===== config.mk =====
export PLATFORM = sky130hd
export DESIGN_NAME = ces_regs
export DESIGN_NICKNAME = d
export VERILOG_FILES = /design/src/hdl/ces_pkg.sv /design/src/hdl/ces_regs.sv
export SDC_FILE = /design/constraint.sdc
export NUM_CORES = 1
export LEC_CHECK = 0
export BUFFER_PORTS_ARGS = -buffer_cell sky130_fd_sc_hd__buf_2
export CORE_AREA = 2 2 96 144
export DETAILED_ROUTE_END_ITERATION = 8
export DIE_AREA = 0 0 98 146
export GPL_TIMING_DRIVEN = 0
export PLACE_DENSITY = 0.82
export SLEW_MARGIN = 20
export SYNTH_ARGS = -nofsm -noshare
export SYNTH_HDL_FRONTEND = slang
export SYNTH_SLANG_ARGS = --single-unit

===== constraint.sdc =====
create_clock -name clk_i -period 1.8 [get_ports clk_i]
set_input_delay 0.36 -clock clk_i [delete_from_list [all_inputs] [get_ports clk_i]]
set_output_delay 0.36 -clock clk_i [all_outputs]
set_load 0.05 [all_outputs]

===== src/hdl/ces_pkg.sv =====
// package for the cpu error status register bank
package ces_pkg;
    // ****************************************
    // register map (word offsets on the bus)
    // ****************************************
    localparam logic [4:0] CES_ADDR_IFETCH_LO = 5'h00;
    localparam logic [4:0] CES_ADDR_IFETCH_HI = 5'h01;
    localparam logic [4:0] CES_ADDR_MMGMT_LO = 5'h02;
    localparam logic [4:0] CES_ADDR_MMGMT_HI = 5'h03;
    localparam logic [4:0] CES_ADDR_DCACHE_LO = 5'h04;
    localparam logic [4:0] CES_ADDR_DCACHE_HI = 5'h05;
    localparam logic [4:0] CES_ADDR_FAULT_VA_LO = 5'h06;
    localparam logic [4:0] CES_ADDR_FAULT_VA_HI = 5'h07;
    localparam logic [4:0] CES_ADDR_IRQ_STAT = 5'h08;
    localparam logic [4:0] CES_ADDR_IRQ_CLR = 5'h09;
    localparam logic [4:0] CES_ADDR_IRQ_EN = 5'h0A;

    // ****************************************
    // field positions
    // ****************************************
    localparam int CES_IF_DPE_BIT = 30;
    localparam int CES_IF_TPE_BIT = 29;
    localparam int CES_MM_PROBE_BIT = 10;
    localparam int CES_MM_OPC_LSB = 4;
    localparam int CES_MM_FOW_BIT = 3;
    localparam int CES_MM_FOR_BIT = 2;
    localparam int CES_MM_ACV_BIT = 1;
    localparam int CES_MM_WR_BIT = 0;
    localparam int CES_DC_SEO_BIT = 4;
    localparam int CES_DC_LD_BIT = 3;
    localparam int CES_DC_ST_BIT = 2;
    localparam int CES_DC_P1_BIT = 1;
    localparam int CES_DC_P0_BIT = 0;

    // ****************************************
    // encodings, counts and reset values
    // ****************************************
    localparam logic [5:0] CES_OPC_PRIV_LOAD = 6'h03;
    localparam logic [5:0] CES_OPC_PRIV_STORE = 6'h07;
    localparam logic [2:0] CES_SEO_WINDOW = 3'h6;
    localparam logic [63:0] CES_RESET_64 = 64'h0000_0000_0000_0000;
    localparam logic [7:0] CES_IRQ_RESET = 8'h00;
    localparam int CES_NUM_EVT = 8;

    // ****************************************
    // carrier types
    // ****************************************
    typedef struct packed {
        logic [4:0] adr;
        logic we;
        logic [3:0] sel;
        logic [31:0] dat;
    } ces_wb_req_t;

    typedef struct packed {
        logic valid;
        logic is_write;
        logic fault_on_write_flag;
        logic forr;
        logic access_violation_flag;
        logic priv_load;
        logic priv_store;
        logic [5:0] opcode;
        logic [63:0] va;
    } ces_mm_fault_t;

    typedef struct packed {
        logic icache_data_par;
        logic icache_tag_par;
        logic probe_tag_par;
        logic load_ecc;
        logic store_ecc;
        logic pipe1_tag_par;
        logic pipe0_tag_par;
        logic [5:0] probe_opcode;
        logic probe_is_write;
        logic [63:0] probe_va;
    } ces_err_evt_t;
endpackage


===== src/hdl/ces_regs.sv =====
// cpu error status register bank with wishbone slave and interrupt
`timescale 1ns/100ps
// Functional notes
// - fetch data parity sets bit 30, w1c
// - fetch tag parity sets bit 29, w1c
// - load/store probe tag parity sets bit 10
// - probe parity: correctable fault, capture address
// - faulting opcode captured in bits 9:4
// - privileged load shows 3, store 7
// - fault-on-write sets bit 3
// - fault-on-read sets bit 2
// - access violation sets bit 1
// - write transaction error sets bit 0
// - store ecc within 6 cycles sets bit 4
// - load or fill single-bit ecc sets bit 3
// - store ecc error sets bit 2
// - pipe one tag parity sets bit 1
// - pipe zero tag parity sets bit 0
// - pipe tag parity raises machine check
module ces_regs
    import ces_pkg::*;
(
    input wire logic clk_i,
    input wire logic rst_i,
    input wire logic wb_cyc_i,
    input wire logic wb_stb_i,
    input wire logic wb_we_i,
    input wire logic [4:0] wb_adr_i,
    input wire logic [3:0] wb_sel_i,
    input wire logic [31:0] wb_dat_i,
    output logic [31:0] wb_dat_o,
    output logic wb_ack_o,
    output logic wb_err_o,
    input wire ces_err_evt_t err_evt_i,
    input wire ces_mm_fault_t mm_fault_i,
    output logic dstream_fault_o,
    output logic machine_check_o,
    output logic irq_o
);

    // ****************************************
    // bus decode
    // ****************************************
    ces_wb_req_t req;
    logic ack_q;
    logic err_q;
    logic [31:0] rdat_q;
    logic [31:0] rdat_d;
    wire bus_req = wb_cyc_i && wb_stb_i && !ack_q && !err_q;
    wire hit_known = (req.adr <= CES_ADDR_IRQ_EN);
    wire wr_ok = bus_req && req.we && hit_known;
    wire [7:0] wmask_lo = {8{req.sel[0]}};
    wire [31:0] wmask = {{8{req.sel[3]}}, {8{req.sel[2]}}, {8{req.sel[1]}}, wmask_lo};
    wire [31:0] w1 = req.dat & wmask;
    // only the low words hold writable bits, so the high halves need no decode
    wire wr_if = wr_ok && (req.adr == CES_ADDR_IFETCH_LO);
    wire wr_dc = wr_ok && (req.adr == CES_ADDR_DCACHE_LO);
    wire wr_iclr = wr_ok && (req.adr == CES_ADDR_IRQ_CLR);
    wire wr_ien = wr_ok && (req.adr == CES_ADDR_IRQ_EN);

    // one driver for the whole carrier; member-wise assigns would be four drivers
    assign req = {wb_adr_i, wb_we_i, wb_sel_i, wb_dat_i};

    // ****************************************
    // status registers
    // ****************************************
    logic [63:0] ifetch_error_status_q;
    logic [63:0] memmgmt_fault_status_q;
    logic [63:0] dcache_error_status_q;
    logic [63:0] fault_address_reg_q;
    logic [2:0] seo_cnt_q;

    // clear terms: w1c only; zero bits leave flags alone
    wire if_clr_dpe = wr_if && w1[CES_IF_DPE_BIT];
    wire if_clr_tpe = wr_if && w1[CES_IF_TPE_BIT];
    wire [4:0] dc_clr = wr_dc ? w1[4:0] : 5'h00;

    // second store ecc inside the window since the previous one
    wire seo_hit = err_evt_i.store_ecc && (seo_cnt_q != 3'h0);

    // probe parity fault and mm fault recording share one capture
    wire mm_load = mm_fault_i.valid || err_evt_i.probe_tag_par;
    wire [5:0] opc_sel = mm_fault_i.priv_load ? CES_OPC_PRIV_LOAD :
                         mm_fault_i.priv_store ? CES_OPC_PRIV_STORE :
                         mm_fault_i.opcode;
    wire [5:0] opc_cap = err_evt_i.probe_tag_par ? err_evt_i.probe_opcode : opc_sel;
    wire [63:0] mm_next = {53'h0, err_evt_i.probe_tag_par, opc_cap,
                           mm_fault_i.valid && mm_fault_i.fault_on_write_flag,
                           mm_fault_i.valid && mm_fault_i.forr,
                           mm_fault_i.valid && mm_fault_i.access_violation_flag,
                           mm_fault_i.valid ? mm_fault_i.is_write : err_evt_i.probe_is_write};

    // flag set wins over a clear in the same cycle
    always_ff @(posedge clk_i) begin
        if (rst_i) begin
            ifetch_error_status_q <= CES_RESET_64;
        end else begin
            ifetch_error_status_q[CES_IF_DPE_BIT] <= err_evt_i.icache_data_par ||
                (ifetch_error_status_q[CES_IF_DPE_BIT] && !if_clr_dpe);
            ifetch_error_status_q[CES_IF_TPE_BIT] <= err_evt_i.icache_tag_par ||
                (ifetch_error_status_q[CES_IF_TPE_BIT] && !if_clr_tpe);
        end
    end

    // read-only capture of the last recorded memory fault
    always_ff @(posedge clk_i) begin
        if (rst_i) begin
            memmgmt_fault_status_q <= CES_RESET_64;
            fault_address_reg_q <= CES_RESET_64;
        end else if (mm_load) begin
            memmgmt_fault_status_q <= mm_next;
            fault_address_reg_q <= err_evt_i.probe_tag_par ? err_evt_i.probe_va
                                                           : mm_fault_i.va;
        end
    end

    // store ecc window counter, reloaded by each store error
    always_ff @(posedge clk_i) begin
        if (rst_i) begin
            seo_cnt_q <= 3'h0;
        end else if (err_evt_i.store_ecc) begin
            seo_cnt_q <= CES_SEO_WINDOW;
        end else if (seo_cnt_q != 3'h0) begin
            seo_cnt_q <= seo_cnt_q - 3'h1;
        end
    end

    // data cache flags, set before clear
    wire [4:0] dc_set = {seo_hit, err_evt_i.load_ecc, err_evt_i.store_ecc,
                         err_evt_i.pipe1_tag_par, err_evt_i.pipe0_tag_par};
    always_ff @(posedge clk_i) begin
        if (rst_i) begin
            dcache_error_status_q <= CES_RESET_64;
        end else begin
            dcache_error_status_q[4:0] <= dc_set | (dcache_error_status_q[4:0] & ~dc_clr);
        end
    end

    // ****************************************
    // fault and machine check outputs
    // ****************************************
    logic dstream_fault_q;
    logic machine_check_q;
    always_ff @(posedge clk_i) begin
        if (rst_i) begin
            dstream_fault_q <= 1'b0;
            machine_check_q <= 1'b0;
        end else begin
            dstream_fault_q <= err_evt_i.probe_tag_par;
            machine_check_q <= err_evt_i.pipe0_tag_par || err_evt_i.pipe1_tag_par;
        end
    end
    assign dstream_fault_o = dstream_fault_q;
    assign machine_check_o = machine_check_q;

    // ****************************************
    // interrupt status, clear and enable
    // ****************************************
    logic [7:0] irq_stat_q;
    logic [7:0] irq_en_q;
    logic irq_q;
    wire [7:0] irq_evt = {err_evt_i.icache_data_par, err_evt_i.icache_tag_par,
                          err_evt_i.probe_tag_par, mm_fault_i.valid, seo_hit,
                          err_evt_i.load_ecc || err_evt_i.store_ecc,
                          err_evt_i.pipe1_tag_par, err_evt_i.pipe0_tag_par};
    wire [7:0] irq_clr = wr_iclr ? w1[7:0] : 8'h00;
    always_ff @(posedge clk_i) begin
        if (rst_i) begin
            irq_stat_q <= CES_IRQ_RESET;
            irq_en_q <= CES_IRQ_RESET;
            irq_q <= 1'b0;
        end else begin
            irq_stat_q <= irq_evt | (irq_stat_q & ~irq_clr);
            if (wr_ien && req.sel[0]) begin
                irq_en_q <= req.dat[7:0];
            end
            irq_q <= |(irq_stat_q & irq_en_q);
        end
    end
    assign irq_o = irq_q;

    // ****************************************
    // read mux and ack
    // ****************************************
    always_comb begin
        rdat_d = 32'h0000_0000;
        unique case (req.adr)
            CES_ADDR_IFETCH_LO: rdat_d = ifetch_error_status_q[31:0];
            CES_ADDR_IFETCH_HI: rdat_d = ifetch_error_status_q[63:32];
            CES_ADDR_MMGMT_LO: rdat_d = memmgmt_fault_status_q[31:0];
            CES_ADDR_MMGMT_HI: rdat_d = memmgmt_fault_status_q[63:32];
            CES_ADDR_DCACHE_LO: rdat_d = dcache_error_status_q[31:0];
            CES_ADDR_DCACHE_HI: rdat_d = dcache_error_status_q[63:32];
            CES_ADDR_FAULT_VA_LO: rdat_d = fault_address_reg_q[31:0];
            CES_ADDR_FAULT_VA_HI: rdat_d = fault_address_reg_q[63:32];
            CES_ADDR_IRQ_STAT: rdat_d = {24'h0, irq_stat_q};
            CES_ADDR_IRQ_EN: rdat_d = {24'h0, irq_en_q};
            default: rdat_d = 32'h0000_0000; // clear register reads zero
        endcase
    end

    // one-cycle answer; unmapped address gets err instead of ack
    always_ff @(posedge clk_i) begin
        if (rst_i) begin
            ack_q <= 1'b0;
            err_q <= 1'b0;
            rdat_q <= 32'h0000_0000;
        end else begin
            ack_q <= bus_req && hit_known;
            err_q <= bus_req && !hit_known;
            rdat_q <= (bus_req && !req.we) ? rdat_d : 32'h0000_0000;
        end
    end
    assign wb_ack_o = ack_q;
    assign wb_err_o = err_q;
    assign wb_dat_o = rdat_q;

    // ****************************************
    // checks
    // ****************************************
    a_dpe_set_sticky: assert property (@(posedge clk_i) disable iff (rst_i)
        err_evt_i.icache_data_par |=> ifetch_error_status_q[30])
        else $error("fetch data parity flag not set");
    a_tpe_w1c_clear: assert property (@(posedge clk_i) disable iff (rst_i)
        (if_clr_tpe && !err_evt_i.icache_tag_par) |=> !ifetch_error_status_q[29])
        else $error("fetch tag parity flag not cleared");
    a_probe_fault_capture: assert property (@(posedge clk_i) disable iff (rst_i)
        err_evt_i.probe_tag_par |=> memmgmt_fault_status_q[10] && dstream_fault_o
        && fault_address_reg_q == $past(err_evt_i.probe_va))
        else $error("probe parity fault not captured");
    a_priv_load_opc: assert property (@(posedge clk_i) disable iff (rst_i)
        (mm_fault_i.valid && mm_fault_i.priv_load && !err_evt_i.probe_tag_par)
        |=> memmgmt_fault_status_q[9:4] == 6'h03)
        else $error("privileged load opcode wrong");
    a_write_flag_cap: assert property (@(posedge clk_i) disable iff (rst_i)
        mm_fault_i.valid |=> memmgmt_fault_status_q[0] == $past(mm_fault_i.is_write))
        else $error("write flag wrong");
    a_seo_window_hit: assert property (@(posedge clk_i) disable iff (rst_i)
        err_evt_i.store_ecc ##[1:6] err_evt_i.store_ecc |=> dcache_error_status_q[4])
        else $error("second error flag missed");
    a_seo_no_false: assert property (@(posedge clk_i) disable iff (rst_i)
        (!err_evt_i.store_ecc [*6] ##1 err_evt_i.store_ecc && !dcache_error_status_q[4])
        |=> !dcache_error_status_q[4])
        else $error("second error flag set outside window");
    a_pipe_mcheck: assert property (@(posedge clk_i) disable iff (rst_i)
        err_evt_i.pipe1_tag_par |=> dcache_error_status_q[1] && machine_check_o)
        else $error("pipe one parity not reported");
    a_zero_write_keeps: assert property (@(posedge clk_i) disable iff (rst_i)
        (wr_dc && !w1[0] && dcache_error_status_q[0]) |=> dcache_error_status_q[0])
        else $error("zero write cleared flag");
    a_irq_follows_en: assert property (@(posedge clk_i) disable iff (rst_i)
        |(irq_stat_q & irq_en_q) |=> irq_o)
        else $error("interrupt not raised");

    // ****************************************
    // further checks on flags, capture and bus
    // ****************************************

    // fetch tag parity event must stick
    a_tpe_set_sticky: assert property (@(posedge clk_i) disable iff (rst_i)
        err_evt_i.icache_tag_par |=> ifetch_error_status_q[29])
        else $error("fetch tag parity flag not set");

    // a one written to the data parity bit clears it
    a_dpe_w1c_clear: assert property (@(posedge clk_i) disable iff (rst_i)
        (if_clr_dpe && !err_evt_i.icache_data_par) |=> !ifetch_error_status_q[30])
        else $error("fetch data parity flag not cleared");

    // without a one-write the flag holds, whatever else is written
    a_if_zero_keep: assert property (@(posedge clk_i) disable iff (rst_i)
        (!if_clr_dpe && ifetch_error_status_q[30]) |=> ifetch_error_status_q[30])
        else $error("fetch data parity flag lost");

    // probe parity records the probe's own opcode
    a_probe_opc_cap: assert property (@(posedge clk_i) disable iff (rst_i)
        err_evt_i.probe_tag_par
        |=> memmgmt_fault_status_q[9:4] == $past(err_evt_i.probe_opcode))
        else $error("probe opcode not captured");

    // privileged store alone reports its fixed code
    a_priv_store_opc: assert property (@(posedge clk_i) disable iff (rst_i)
        (mm_fault_i.valid && mm_fault_i.priv_store && !mm_fault_i.priv_load
        && !err_evt_i.probe_tag_par) |=> memmgmt_fault_status_q[9:4] == 6'h07)
        else $error("privileged store opcode wrong");

    // fault-on-write copied from the fault record
    a_fow_flag_cap: assert property (@(posedge clk_i) disable iff (rst_i)
        mm_fault_i.valid |=> memmgmt_fault_status_q[3] == $past(mm_fault_i.fault_on_write_flag))
        else $error("fault on write flag wrong");

    // fault-on-read copied from the fault record
    a_for_flag_cap: assert property (@(posedge clk_i) disable iff (rst_i)
        mm_fault_i.valid |=> memmgmt_fault_status_q[2] == $past(mm_fault_i.forr))
        else $error("fault on read flag wrong");

    // access violation copied from the fault record
    a_acv_flag_cap: assert property (@(posedge clk_i) disable iff (rst_i)
        mm_fault_i.valid |=> memmgmt_fault_status_q[1] == $past(mm_fault_i.access_violation_flag))
        else $error("access violation flag wrong");

    // read-only capture: bus writes must not disturb it
    a_mm_hold_idle: assert property (@(posedge clk_i) disable iff (rst_i)
        !mm_load |=> $stable(memmgmt_fault_status_q))
        else $error("memory fault status changed without a fault");

    // load or fill ecc error sets its flag
    a_ld_ecc_set: assert property (@(posedge clk_i) disable iff (rst_i)
        err_evt_i.load_ecc |=> dcache_error_status_q[3])
        else $error("load ecc flag not set");

    // store ecc sets its flag, even against a clear
    a_st_ecc_set: assert property (@(posedge clk_i) disable iff (rst_i)
        err_evt_i.store_ecc |=> dcache_error_status_q[2])
        else $error("store ecc flag not set");

    // pipe zero parity: flag and machine check
    a_p0_tag_set: assert property (@(posedge clk_i) disable iff (rst_i)
        err_evt_i.pipe0_tag_par |=> dcache_error_status_q[0] && machine_check_o)
        else $error("pipe zero parity not reported");

    // no machine check without a pipe parity event
    a_mcheck_quiet: assert property (@(posedge clk_i) disable iff (rst_i)
        !(err_evt_i.pipe0_tag_par || err_evt_i.pipe1_tag_par) |=> !machine_check_o)
        else $error("spurious machine check");

    // no data-stream fault without a probe parity event
    a_dfault_quiet: assert property (@(posedge clk_i) disable iff (rst_i)
        !err_evt_i.probe_tag_par |=> !dstream_fault_o)
        else $error("spurious data stream fault");

    // window restarts at every store error
    a_seo_cnt_load: assert property (@(posedge clk_i) disable iff (rst_i)
        err_evt_i.store_ecc |=> seo_cnt_q == 3'h6)
        else $error("second error window not reloaded");

    // one written to pipe one flag clears it
    a_dc_w1c_clear: assert property (@(posedge clk_i) disable iff (rst_i)
        (wr_dc && w1[1] && !err_evt_i.pipe1_tag_par) |=> !dcache_error_status_q[1])
        else $error("pipe one flag not cleared");

    // ack is a single-cycle pulse
    a_ack_one_cycle: assert property (@(posedge clk_i) disable iff (rst_i)
        wb_ack_o |=> !wb_ack_o)
        else $error("ack held too long");

    // unmapped index answers with err, never ack
    a_err_unmapped: assert property (@(posedge clk_i) disable iff (rst_i)
        (bus_req && !hit_known) |=> wb_err_o && !wb_ack_o)
        else $error("unmapped access not refused");

    // read data is zero outside the ack cycle
    a_dat_idle_zero: assert property (@(posedge clk_i) disable iff (rst_i)
        !wb_ack_o |-> wb_dat_o == 32'h0000_0000)
        else $error("read data outside ack");

    // interrupt drops once nothing enabled is pending
    a_irq_low_idle: assert property (@(posedge clk_i) disable iff (rst_i)
        !(|(irq_stat_q & irq_en_q)) |=> !irq_o)
        else $error("interrupt stuck high");
endmodule


==> flow_summary.toml <==
[route]
routed_via_density = 5.594
drt_iter0_markers = 416
drc_errors = 0
drtPass1Iterations = 5
wl_per_cell_um = 18.31
wl_um = 20690
vias = 6321
ant_nets = 0

[logic_synthesis]
synth_area_leaders = "dfxtp_1 44%, mux2_2 12%, nand2_1 7.8%, a21oi_1 7.3%, nand3_1 4.7%"
synth_top_area_cell = "dfxtp_1"
ys_seq_area_frac = 0.4380
syn_avg_cell_area_um2 = 8.628
synth_top_area_share = 0.4380
ys_seq_elements = 138
syn_area_mm2 = 0.006307
yosysWarnings = 0
synthDistinctLibCells = 45
synth_nets = 934
synth_cells = 731

[placed_design]
hpwlAfterDp_um = 15640
place_congestion = 0.9285
placed_cell_area_mm2 = 0.007542
dp_cells = 1097
port_buffers = 207

[timing]
maxSlewViolCount = 0
period_needed_ps = 1630
skew_ps = 7.630
tightest_slew_ps = 777.9
rsz0062_at_grt = "false"
slew_headroom = 0.4814
max_freq_ghz = 0.6137
min_period_over_period = 0.9053
finalHoldViolCount = 0
finalSetupViolations = 0
setup-tns-final_ps = 0

[pwr]
p_leak_nw = 3.493
ir_drop_v = 0.0005661
powerDensity_mw_per_mm2 = 932.3

[clock_tree]
clock_latency_ps = 420
cts_tree = "yes"
clkTransAtPathRegs_ps = 60
cts_hold_buffers = 0
cts_made_buffers = 17
ctsResizeCount = 0
cts.sinks = 138
cts.path.max_buffers = 2
cts-htree-levels = 4
cts-root-buf = "clkbuf_16"
cts_setup_buffers = 0

[floorplanning]
initial_utilization = 0.4869
die_w_um = 98
dieArea_mm2 = 0.01431
core-area_mm2 = 0.01295
dieHeight_um = 146
row_count = 51
ios = 238

[critical_path]
r2r_setup_slack_ps = 170
start_kind = "register"
critPathCapture = "wb_dat_o[5]$_SDFF_PP0_"
crit_path_max_fanout = 10
cp_top_family = "compound AO/OA/AOI/OAI gates"
slowest_stage = "a2111o_1"
timing.rr.end = "wb_dat_o[5]$_SDFF_PP0_"
crit_type = "register to register"
arrival_ps = 1950
reg2regPathDepth = 4
rr_startpoint = "wb_err_o$_SDFF_PP0_"
path_depth = 4
critPathCaptureType = "register"
required_ps = 2120
cp_cell_sequence = "nand4bb_4 -> a2111o_1 -> buf_6 -> a31oi_1"
max_stage_delay_ps = 540
worstSetupStartpoint = "wb_err_o$_SDFF_PP0_"
worst-path-buf-inv = 1

[grt]
use_met1 = 0.3097
antenna_found_initial = 2
busiest_layer = "met2"
grt_use_met3 = 0.06964
grt_use_total = 0.2881
grt_pass1_vias = 6318
grt_pass1_wl_um = 32170
grt_use_met2 = 0.5161
grt_max_degree = 17
grt_overflow_total = 0

[layout]
final_area_mm2 = 0.008138
fill_cells = 1178
area_growth_pct = 29.02
drive_above_1_share = 0.3412
multi_input_area_mm2 = 0.003238
nets = 1160
fin_cells = 1130
regArea_mm2 = 0.002763

[worst_hold_path]
hold_class = "input pin to register"
whs_path_depth = 2

[run_status]
outcome = "finished clean"

[flow_run]
maxCapViolCount = 0
report_power, final:
part | internal [mW] | switching, mW | total [mW]
combinational | 0.430 | 0.490 | 0.920
clock | 2.04 | 1.33 | 3.37
sequential | 3.20 | 0.0890 | 3.29
total | 5.68 | 1.91 | 7.59
registers in the layout, summed over array words and instances (netlist names):
| register | flops |
|---|---|
| dcache_error_status_q | 5 |
| dstream_fault_o | 1 |
| fault_address_reg_q | 64 |
| ifetch_error_status_q | 2 |
| irq_en_q | 8 |
| irq_o | 1 |
| irq_stat_q | 8 |
| machine_check_o | 1 |
| memmgmt_fault_status_q | 11 |
| seo_cnt_q | 3 |
| wb_ack_o | 1 |
| wb_dat_o | 32 |
| wb_err_o | 1 |
cell type report:
type | instances | area share
antenna | 1 | 0.0003075
buffer | 63 | 0.03521
clock buffer | 22 | 0.05950
clock inverter | 10 | 0.01122
inverter | 10 | 0.004613
multi-input combinational | 520 | 0.3979
sequential | 138 | 0.3395
tap | 159 | 0.02445
timing repair buffer | 207 | 0.1273
layout by cell type (no fill, tap or decap), drive strengths merged, types with 6 or more instances in the layout:
master,Yosys,final
inv,10,11
mux2,67,67
nor3b,6,6
mux2i,20,20
a311oi,11,11
buf,26,233
clkbuf,37,59
a31oi,14,14
nor2,32,32
nor3,8,8
nand2,131,131
nand2b,17,17
nand3b,8,8
nand3,59,59
clkinv,0,6
a21oi,92,92
dfxtp,138,138
worst min-delay path by stage:
stage / startpoint / slack (ps) / endpoint
after floorplan: fault_address_reg_q[43]$_SDFFE_PP0P_ / 440 / wb_dat_o[11]$_SDFF_PP0_
after global placement: fault_address_reg_q[49]$_SDFFE_PP0P_ / 450 / wb_dat_o[17]$_SDFF_PP0_
after detailed placement: fault_address_reg_q[52]$_SDFFE_PP0P_ / 460 / wb_dat_o[20]$_SDFF_PP0_
after CTS: wb_dat_i[30] / 120 / ifetch_error_status_q[30]$_SDFF_PP0_
after global routing: wb_dat_i[30] / 140 / ifetch_error_status_q[30]$_SDFF_PP0_
final: wb_dat_i[30] / 130 / ifetch_error_status_q[30]$_SDFF_PP0_
kinds of logic after synthesis:
logic type | after synthesis | share of synthesized area
compound gates | 145 | 0.1399
fa+ha+maj | 2 | 0.003967
xor+xnor | 1 | 0.001389
simple gates | 285 | 0.2142
flops | 138 | 0.4380
buf+inv | 73 | 0.05118
mux | 87 | 0.1514
worst reg2reg max path: cells and delay by family, from the launching register on:
family	cells	cell delay [ps]
AO/OA/AOI/OAI	2	760
buffers and inverters	1	190
flip-flops	1	310
AND/OR/NAND/NOR	1	280
layer usage:
layer / up-vias / part of all wire
met3: 79 / 0.073
li1: 3025 / -
met2: 302 / 0.52
met5: - / 0.00039
met4: 2 / 0.045
met1: 2913 / 0.36
cells in the mapped netlist, drive strengths merged:
library cell,number
a211oi,5
a32oi,3
nand3,59
nand4b,2
nor4b,2
mux2i,20
nor4bb,1
a211o,3
or3,2
a21oi,92
nor3b,6
nand4bb,1
a2111o,1
and2,5
dfxtp,138
nand3b,8
clkbuf,37
o22a,5
nor3,8
xor2,1
ha,2
mux2,67
or4b,2
buf,26
inv,10
nor2,32
and4b,3
nand2b,17
nand2,131
a31oi,14
a41oi,1
a21o,1
a221oi,4
a311oi,11
o21ai,1
nor2b,5
or2,1
a22oi,4
metrics by stage:
stage / util / hold slack (ps) / power, mW / setup slack [ps]
2_1_floorplan: - / 438.9 / 3.876 / 179.8
3_3_place_gp: 0.5822 / 449.9 / 4.234 / -316.8
3_5_place_dp: 0.5822 / 458.5 / 4.253 / -334.0
4_1_cts: 0.6267 / 124.2 / 7.590 / 86.42
5_1_grt: 0.6282 / 136.8 / 7.852 / 14.20
6_report: 0.6282 / 132.7 / 7.587 / 170.5
(Power assumes the default switching activity.)
